### src/rtl/exec_pkg.sv
// Purpose: Shared constants and types for the instruction execution slice
// Assumes: 8-bit data path, 15-bit program counter, 7-bit page latch
// Notes: Summary of operation follows
// Summary of operation
// - Computed call pushes the address after the current one onto the stack
// - Computed call loads PC low byte from W, high bits from page latch
// - Computed call takes two instruction cycles
// - Clear-file writes zero to the addressed file register and sets zero flag
// - Clear-W loads zero into the working register and sets zero flag
// - Clear-watchdog zeroes both watchdog counter and its prescaler
// - Clear-watchdog sets the timeout and powerdown status bits to one
// - Complement inverts the file register and updates zero flag
// - Destination bit 0 sends result to W, 1 back to file register
// - Decrement subtracts one, routes by destination bit, updates zero flag
// - Decrement-skip on zero result discards next instruction, two cycles
// - Decrement-skip with non-zero result lets next instruction run
// - Absolute branch loads its 11-bit operand into PC bits 10 to 0
// - Absolute branch fills PC bits 14 to 11 from page latch bits 6 to 3
// - Absolute branch takes two instruction cycles
package exec_pkg;

    localparam int PC_W = 15;
    localparam int DATA_W = 8;
    localparam int FADDR_W = 7;
    localparam int TARGET_W = 11;
    localparam int PAGE_W = 7;

    // Field positions of the page latch used by the absolute branch
    localparam int BRANCH_PAGE_MSB = 6;
    localparam int BRANCH_PAGE_LSB = 3;

    // Reset values
    localparam logic [14:0] PC_RESET = 15'h0000;
    localparam logic [7:0] W_RESET = 8'h00;
    localparam logic ZERO_RESET = 1'b0;
    localparam logic STATUS_RESET = 1'b1;
    localparam logic [7:0] CLEAR_VALUE = 8'h00;

    // Timing counts in instruction cycles
    localparam int SHORT_OP_CYCLES = 1;
    localparam int LONG_OP_CYCLES = 2;

    typedef enum logic [3:0] {
        op_nop,
        call_via_working_reg,
        clear_file_reg,
        clear_working_reg,
        clear_watchdog,
        complement_file_reg,
        decrement_file_reg,
        decrement_skip_zero,
        absolute_branch
    } op_e;

    typedef struct packed {
        op_e op;
        logic [6:0] file_addr;
        logic dest_file;
        logic [10:0] target;
    } instr_s;

    typedef struct packed {
        logic we;
        logic [6:0] addr;
        logic [7:0] data;
    } file_wr_s;

    typedef struct packed {
        logic push;
        logic [14:0] addr;
    } stack_push_s;

endpackage : exec_pkg

### src/rtl/watchdog_counter.sv
// Purpose: Watchdog prescaler and counter with synchronous clear
// Assumes: Runs on the core instruction clock
// Notes: Timeout is a one-cycle pulse when both stages wrap
`timescale 1ns/1ps
module watchdog_counter #(
    parameter int PRE_W = 8,
    parameter int CNT_W = 8
) (
    input wire logic ref_clk,
    input wire logic rst_n,
    input wire logic clear,
    output logic timeout
);

    logic [PRE_W-1:0] pre_reg;
    logic [PRE_W-1:0] pre_next;
    logic [CNT_W-1:0] cnt_reg;
    logic [CNT_W-1:0] cnt_next;
    logic timeout_reg;
    logic timeout_next;

    generate
        if (PRE_W < 1 || CNT_W < 1) begin : g_bad_width
            $error("watchdog widths must be at least one");
        end
    endgenerate

    // Prescaler feeds counter; clear beats counting so a late kick is kept
    always_comb begin
        pre_next = pre_reg + PRE_W'(1);
        cnt_next = cnt_reg;
        timeout_next = 1'b0;
        if (&pre_reg) begin
            cnt_next = cnt_reg + CNT_W'(1);
            timeout_next = &cnt_reg;
        end
        if (clear) begin
            pre_next = '0;
            cnt_next = '0;
            timeout_next = 1'b0;
        end
    end

    always_ff @(posedge ref_clk or negedge rst_n) begin
        if (!rst_n) begin
            pre_reg <= '0;
            cnt_reg <= '0;
            timeout_reg <= 1'b0;
        end else begin
            pre_reg <= pre_next;
            cnt_reg <= cnt_next;
            timeout_reg <= timeout_next;
        end
    end

    assign timeout = timeout_reg;
endmodule : watchdog_counter

### src/rtl/exec_slice.sv
// Purpose: Executes calls, clears, complement, decrements and branches
// Assumes: File register read is combinational on the same clock
// Notes: A two-cycle op holds instr_ready low for its second cycle
`timescale 1ns/1ps
module exec_slice #(
    parameter int DOG_PRE_W = 8,
    parameter int DOG_CNT_W = 8
) (
    input wire logic ref_clk,
    input wire logic rst_n,
    input wire logic instr_valid,
    input exec_pkg::instr_s instr,
    output logic instr_ready,
    output logic [6:0] file_raddr,
    input wire logic [7:0] file_rdata,
    input wire logic [6:0] pc_page_latch,
    input wire logic sleep_entry,
    output exec_pkg::file_wr_s file_wr,
    output exec_pkg::stack_push_s stack_push,
    output logic [14:0] pc,
    output logic [7:0] working_reg,
    output logic zero_flag,
    output logic timeout_status_bit,
    output logic powerdown_status_bit,
    output logic discard
);
    import exec_pkg::*;

    typedef enum logic [1:0] {
        st_exec,
        st_branch_flush,
        st_skip_flush
    } state_e;

    state_e state_reg;
    state_e state_next;
    logic [14:0] pc_reg;
    logic [14:0] pc_next;
    logic [7:0] w_reg;
    logic [7:0] w_next;
    logic z_reg;
    logic z_next;
    logic to_reg;
    logic to_next;
    logic pwrdn_reg;
    logic pwrdn_next;
    file_wr_s fw_reg;
    file_wr_s fw_next;
    stack_push_s push_reg;
    stack_push_s push_next;
    logic dog_clear;
    logic dog_timeout;
    logic accept;
    logic [7:0] dec_val;
    logic [7:0] comp_val;
    logic [14:0] pc_inc;

    watchdog_counter #(
        .PRE_W(DOG_PRE_W),
        .CNT_W(DOG_CNT_W)
    ) u_watchdog (
        .ref_clk(ref_clk),
        .rst_n(rst_n),
        .clear(dog_clear),
        .timeout(dog_timeout)
    );

    // New instruction is taken only in the execute state
    assign instr_ready = (state_reg == st_exec);
    assign accept = instr_valid && instr_ready;
    assign file_raddr = instr.file_addr;
    assign dec_val = file_rdata - 8'h01;
    assign comp_val = ~file_rdata;
    assign pc_inc = pc_reg + 15'h0001;

    // Decode and execute; results are registered one edge later
    always_comb begin
        state_next = st_exec;
        pc_next = pc_reg;
        w_next = w_reg;
        z_next = z_reg;
        fw_next = '{we: 1'b0, addr: instr.file_addr, data: CLEAR_VALUE};
        push_next = '{push: 1'b0, addr: pc_inc};
        dog_clear = 1'b0;
        to_next = dog_timeout ? 1'b0 : to_reg;
        pwrdn_next = sleep_entry ? 1'b0 : pwrdn_reg;
        unique case (state_reg)
            st_exec: begin
                if (accept) begin
                    pc_next = pc_inc;
                    unique case (instr.op)
                        op_nop: begin
                        end
                        call_via_working_reg: begin
                            push_next.push = 1'b1;
                            pc_next = {pc_page_latch, w_reg};
                            state_next = st_branch_flush;
                        end
                        clear_file_reg: begin
                            fw_next.we = 1'b1;
                            z_next = 1'b1;
                        end
                        clear_working_reg: begin
                            w_next = CLEAR_VALUE;
                            z_next = 1'b1;
                        end
                        clear_watchdog: begin
                            dog_clear = 1'b1;
                            to_next = 1'b1;
                            pwrdn_next = 1'b1;
                        end
                        complement_file_reg: begin
                            z_next = (comp_val == 8'h00);
                            if (instr.dest_file) begin
                                fw_next.we = 1'b1;
                                fw_next.data = comp_val;
                            end else begin
                                w_next = comp_val;
                            end
                        end
                        decrement_file_reg, decrement_skip_zero: begin
                            // Only the plain decrement touches the zero flag
                            if (instr.op == decrement_file_reg) begin
                                z_next = (dec_val == 8'h00);
                            end
                            if (instr.dest_file) begin
                                fw_next.we = 1'b1;
                                fw_next.data = dec_val;
                            end else begin
                                w_next = dec_val;
                            end
                            if (instr.op == decrement_skip_zero &&
                                    dec_val == 8'h00) begin
                                state_next = st_skip_flush;
                            end // else next runs
                        end
                        absolute_branch: begin
                            pc_next = {
                                pc_page_latch[BRANCH_PAGE_MSB:
                                BRANCH_PAGE_LSB], instr.target};
                            state_next = st_branch_flush;
                        end
                    endcase
                end
            end
            st_branch_flush: begin
                // Fetched word is stale; PC already holds the target
                state_next = st_exec;
            end
            st_skip_flush: begin
                // Skipped word executes as a no-op but still advances PC
                pc_next = pc_inc;
                state_next = st_exec;
            end
            default: begin
                state_next = st_exec;
            end
        endcase
    end

    // Register stage; status bits come up set as after power-on
    always_ff @(posedge ref_clk or negedge rst_n) begin
        if (!rst_n) begin
            state_reg <= st_exec;
            pc_reg <= PC_RESET;
            w_reg <= W_RESET;
            z_reg <= ZERO_RESET;
            to_reg <= STATUS_RESET;
            pwrdn_reg <= STATUS_RESET;
            fw_reg <= '0;
            push_reg <= '0;
        end else begin
            state_reg <= state_next;
            pc_reg <= pc_next;
            w_reg <= w_next;
            z_reg <= z_next;
            to_reg <= to_next;
            pwrdn_reg <= pwrdn_next;
            fw_reg <= fw_next;
            push_reg <= push_next;
        end
    end

    assign pc = pc_reg;
    assign working_reg = w_reg;
    assign zero_flag = z_reg;
    assign timeout_status_bit = to_reg;
    assign powerdown_status_bit = pwrdn_reg;
    assign file_wr = fw_reg;
    assign stack_push = push_reg;
    assign discard = (state_reg != st_exec);
endmodule : exec_slice

### config.mk
export PLATFORM = sky130hd
export DESIGN_NAME = exec_slice
export DESIGN_NICKNAME = d
export VERILOG_FILES = /design/src/rtl/exec_pkg.sv /design/src/rtl/watchdog_counter.sv /design/src/rtl/exec_slice.sv
export SDC_FILE = /design/constraint.sdc
export NUM_CORES = 1
export LEC_CHECK = 0
export ABC_CLOCK_PERIOD_IN_PS = 1900
export BUFFER_PORTS_ARGS = -buffer_cell sky130_fd_sc_hd__buf_2
export CAP_MARGIN = 25
export CORE_MARGIN = 2
export CORE_UTILIZATION = 48
export DETAILED_ROUTE_END_ITERATION = 8
export GPL_TIMING_DRIVEN = 0
export PLACE_DENSITY = 0.77
export SLEW_MARGIN = 40
export SYNTH_ARGS = -nofsm -noshare
export SYNTH_HDL_FRONTEND = slang
export SYNTH_SLANG_ARGS = --single-unit
export TNS_END_PERCENT = 20
### constraint.sdc
create_clock -name ref_clk -period 1.9 [get_ports ref_clk]
set_input_delay 0.285 -clock ref_clk [delete_from_list [all_inputs] [get_ports ref_clk]]
set_output_delay 0.285 -clock ref_clk [all_outputs]
set_load 0.02 [all_outputs]
**Yosys cells after proc, flatten, opt, wreduce, memory -nomap -nowiden**

Cells that the tools add are included.

- Add/sub/neg operators: 4
- Divide/modulo/power cells: 0
- Muxes and demuxes: 40
- Equal/unequal tests: 13
- Magnitude comparators: 0
- Multiply operators: 0
- Shift-type cells: 0
- Bitwise gates (word level): 1
- Reductions and logical operators: 19

Operators by type and width:

| cell | number |
|---|---|
| $mux 8 | 9 |
| $pmux 15 s2 | 2 |
| $pmux 8 s3 | 1 |
| $mux 1 | 20 |
| $add 8x1->8 const B | 2 |
| $eq 4x3->1 const B | 4 |
| $logic_not 8->1 | 2 |
| $pmux 8 s2 | 1 |
| $reduce_and 8->1 | 2 |
| $add 15x1->15 const B | 1 |
| $mux 15 | 1 |
| $eq 4x2->1 const B | 2 |
| $not 8->8 | 1 |
| $sub 8x1->8 const B | 1 |
| $mux 2 | 3 |
| $ne 2x2->1 const B | 3 |
| $reduce_bool 2->1 | 3 |
| $reduce_bool 3->1 | 2 |
| $reduce_or 2->1 | 3 |
| $reduce_and 5->1 | 1 |
| $eq 4x1->1 const B | 1 |
| $eq 4x4->1 const B | 1 |
| $pmux 2 s2 | 1 |
| $reduce_and 4->1 | 1 |
| other kinds (8) | 9 |

- Memories: 0
- Register bits after elaboration: 77
- RAM bits: 0
- Latch bits: 0
- Bits of input ports: 42
- Output and inout bits: 67
- Logic and storage cells: 91
- Memory bits (read-only): 0

**Logic depth before layout (Yosys ltp)**

- Word-level depth: 7
- Depth in mapped cells: 7
- Mapped depth without buffers: 6

**By module**

Synthesis repeated with hierarchy kept, for this count alone.

- Cells, all modules: 385
- Area, all modules: 3,933.8 um2

Modules (own cells, without submodules):

| module | seq. area each (um2) | instances | cells an instance | area each (um2) |
|---|---|---|---|---|
| exec_slice | 1,503.9 | 1 | 301 | 3,089.2 |
| watchdog_counter | 425.4 | 1 | 84 | 844.6 |

**Least setup slack after synthesis**

OpenSTA, ideal clock, no wires.

- Path type: input port to flip-flop
- From: in file_rdata[0]
- To: reg w_reg[6], in the netlist working_reg[6]
- Slack: 58 ps
- Data arrival time: 1,708 ps
- Stages: 7
- Setup time: 133 ps
- Buffers on the path: 1
- Data required time: 1,767 ps
- Cell sequence: clkbuf_1 -> inv_1 -> ha_1 -> or3b_2 -> o311ai_0 -> o21a_1 -> mux2i_1

- Longest elaborated chain between the ends: 3

RTL lines:

| what | line | text |
|---|---|---|
| from (decl) | exec_slice.sv:15 | `input wire logic [7:0] file_rdata,` |
| $sub 8x1->8 | exec_slice.sv:72 | `assign dec_val = file_rdata - 8'h01;` |
| $mux 8 | exec_slice.sv:126 | `if (instr.dest_file) begin` |
| $pmux 8 s3 | exec_slice.sv:91 | `unique case (instr.op)` |
| to (signal assigned) | exec_slice.sv:175 | `w_reg <= w_next;` |
| to (decl) | exec_slice.sv:39 | `logic [7:0] w_reg;` |

Every way passes these cells. The select of a mux whose other input is x is not followed.
A chain may end at the register's enable or synchronous reset.

**Final worst setup path**

- From: reg state_reg[1]
- To: reg w_reg[2], in the netlist working_reg[2]

- Longest elaborated chain between the ends: 3

RTL lines:

| what | line | text |
|---|---|---|
| from (decl) | exec_slice.sv:35 | `state_e state_reg;` |
| from (signal assigned) | exec_slice.sv:164 | `state_reg <= st_exec;` |
| from (signal assigned) | exec_slice.sv:173 | `state_reg <= state_next;` |
| $logic_not 2->1 * | exec_slice.sv:69, exec_slice.sv:87 |  |
| $logic_and 1x1->1 | exec_slice.sv:70 | `assign accept = instr_valid && instr_ready;` |
| $reduce_and 5->1 (no source line) * | - |  |

Mark *: on every way between the ends. The rest lies on a longest branch, timed or not.

==> metrics.md <==
| Metric | Value |
|---|---|
| Worst rel slew slack | 48.8% |
| WS Path Type | flop to flop |
| Xor/xnor share of the synthesized area | 4.63% |
| CTS tree | done |
| Count of final hold-check violations | 0 |
| Combinational family with the most area after synthesis | simple AND/OR/NAND/NOR gates |
| Top-area cell type share of the netlist area | 47.2% |
| Reg2reg setup slack | 0.06 ns |
| GPL Wtd Cong | 0.846 |
| Max-cap viol count | 0 |
| DR pass1 iterations | 7 |
| Worst hold stages | 1 |
| GRT Total Usage | 23.0% |
| Diodes inserted | 0 |
| CP top delay family | simple AND/OR/NAND/NOR gates |
| Die height | 95 um |
| Total CTS buffers | 9 |
| Crit Reg-Reg Endpoint | working_reg[2] |
| Routed len/inst | 16.5 um |
| Synthesized instance count | 388 |
| Vias in the first global route | 3326 |
| Fin. max-slew vios | 0 |
| Ports | 109 |
| Fin crit period | 1.84 ns |
| Hpwl dp | 7300 um |
| Netlist cell types | 77 |
| RSZ-0062 raised after global routing | yes |
| Clock root buffer | clkbuf_8 |
| Crit start category | flop |
| ANT nets after route | 0 |
| Worst Path Max Fanout | 8 |
| Via Count | 3465 |
| Area leader, netlist | dfrtp_1 |
| F_max | 0.543 GHz |
| CP peak stage delay | 0.59 ns |
| Compound-Gate Fraction of Synth Area | 16.3% |
| Synthesized area | 3980 um2 |
| Skew final | 0.0183 ns |
| CTS clk-pin slew, worst paths | 0.09 ns |
| Die area | 9030 um2 |
| Min-Delay Endpoint | file_wr[12] |
| Outcome | finished clean |
| Worst hold path type | primary input to flop |
| Critical Path Sink Type | flop |
| Post-synthesis adder-cell area fraction | 1.89% |
| Drt first-iter violations | 168 |
| Share of the yosys chip area belonging to registers | 48.5% |
| IO Port Bufs | 106 |
| Final period util | 97.0% |
| Synth async-reset ratio | 100% |
| Avg Synthesized Cell Area | 10.2 um2 |
| PD cells | 1090 nW/um2 |
| Sink Count | 77 |
| Gr ovfl total | 0 |
| Nets | 557 |
| Worst reg2reg startpoint | state_reg[1] |
| Site Rows | 33 |
| Final setup TNS | 0 ns |
| Share of layout cells above drive strength 1 | 35.8% |
| Hold_sp | instr[16] |
| CP Buf/Inv Count | 0 |
| Crit-path cells | or4b_4, a21oi_4, mux2_2 |
| Synth top area cells | dfrtp_1, nor2_1, xnor2_1 |
| Syn nets | 436 |
| Residual DRC | 0 |
| Multiplexer share of the synthesized area | 2.61% |
| Max Buffers Root-to-Sink | 2 |
| Total power | 5.45 mW |
| Synth-to-layout area growth | 26.0% |
| Maximum vdd drop | 514 uV |
| Initial antenna violation count | 0 |
| Drt via density | 5.60 |
| Most used DFF post-synth | dfrtp_1 |
| Synth Area in Simple Gates | 20.6% |
| Die W | 95 um |
| Endpoints failing setup | 0 |
| Depth of the CTS H-tree | 3 |
| Core Util, Final | 61.6% |
| Global-route wire length before repair | 16200 um |
| Flops & latches, synth | 77 |
| Core region area | 8130 um2 |
| Largest net degree at the start of global routing | 58 |
| Filler cells | 680 |
| Arrival @ worst endpoint | 2.08 ns |
| Clock latency on the worst-skew pair | 0.36 ns |
| Post-synth EDFFs | 0 |
| Register-to-Register Path Depth | 3 |
| Ys Warns | 0 |
| Critical-path top delay cell | or4b_4 |
| P_leak | 2.27 nW |
| CP required | 2.14 ns |
| Worst Tran Pin Value | 0.764 ns |
| Starting Density | 48.9% |
| Wirelength, routed | 10200 um |
## synthesized netlist by cell type (3+ instances only)
cell type and number:
a22oi_1 5, buf_2 9, mux2_2 3, nor4_1 8
a221oi_1 4, o22ai_1 6, mux2i_1 7, xnor2_1 13
or2_2 4, xor2_1 8, buf_4 7, nor2b_1 7
nor4b_1 4, a21o_1 4, and3_1 4, ha_1 6
nand3b_1 5, a211o_1 4, clkbuf_1 8, nand3_1 12
o21ai_0 12, inv_1 21, nor3_1 8, nand4_1 6
nor2_1 43, a22o_1 4, a31oi_1 5, nand2_1 13
a21oi_1 12, dfrtp_1 75
## per-layer routing
layer,vias up,track usage (%),routed length (um),share of wire [%]
li1,1641,-,-,-
met1,1681,30.8,4410,43
met2,132,37.2,4950,49
met3,11,5.51,735,7.2
met4,0,7.00,103,1.0
met5,-,0,0,0
## cell usage in the layout (no fill, tap or decap), drive strengths merged, types with 5 or more instances in the layout
cell,Yosys,routed
nand3b,5,5
nand4,6,6
nand3,13,13
nor4b,6,6
nor4,9,9
xor2,8,8
a22oi,5,5
ha,6,6
nor2b,7,7
or2,5,5
a21oi,14,14
xnor2,13,13
nor3,9,9
or3,5,5
nand2,13,13
dfrtp,75,75
nor2,43,43
buf,17,125
clkbuf,8,19
mux2i,7,7
inv,21,22
o21ai,12,12
a31oi,5,5
o22ai,6,6
## what timing repair did
action                                  in CTS  in global routing
pin swaps                                    0                  1
endpoints found under the setup margin      14                 40
setup buffers                                2                  1
endpoints found under the hold margin       18                  0
gates resized for setup                      2                 20
hold buffers                                 1                  0
## power breakdown
group	leakage, nW	total [mW]	switching, mW	internal, mW
sequential	0.938	2.40	0.383	2.02
combinational	1.22	1.62	0.981	0.641
clock	0.117	1.43	0.642	0.787
## metrics by stage
step                      hold slack [ns]  instance area [um2]  setup slack [ns]  cells
after floorplan                   -0.0106                 3980            0.0585    388
after global routing               0.0376                 5010           -0.0378    619
after CTS                          0.0442                 4930            0.0115    619
after detailed placement            0.147                 4670            -0.336    600
final                              0.0435                 5010            0.0579    619
after global placement              0.406                 4640            -0.320    599
## cell families (layout without fill, tap and decap cells)
family | Yosys count | in the layout
AO/OA/AOI/OAI | 88 | 88
XOR/XNOR | 21 | 21
adder cells (fa/ha/maj) | 6 | 6
buffers and inverters | 46 | 172
flip-flops | 77 | 77
multiplexers | 10 | 10
AND/OR/NAND/NOR | 140 | 140
## how the worst max path moves through the flow
stage                          startpoint                     to  cells after the start
global route                 state_reg[1]                  pc[9]                      6
finish                       state_reg[1]         working_reg[2]                      3
detailed placement          file_rdata[0]         working_reg[6]                      8
global placement            file_rdata[0]         working_reg[6]                      8
floorplan                   file_rdata[0]         working_reg[6]                      7
CTS                 u_watchdog.pre_reg[1]  u_watchdog.cnt_reg[7]                      5
## final cells by class
type	instances	area (um2)	share of cell area (%)
sequential	77	1930	38.6
buffer	24	141	2.82
clock buffer	10	138	2.75
multi-input combinational	265	1900	37.9
inverter	21	78.8	1.57
clock inverter	6	95.1	1.90
timing repair buffer	111	597	11.9
tap	105	131	2.62
Note: power is estimated with default switching activity, not from simulation.
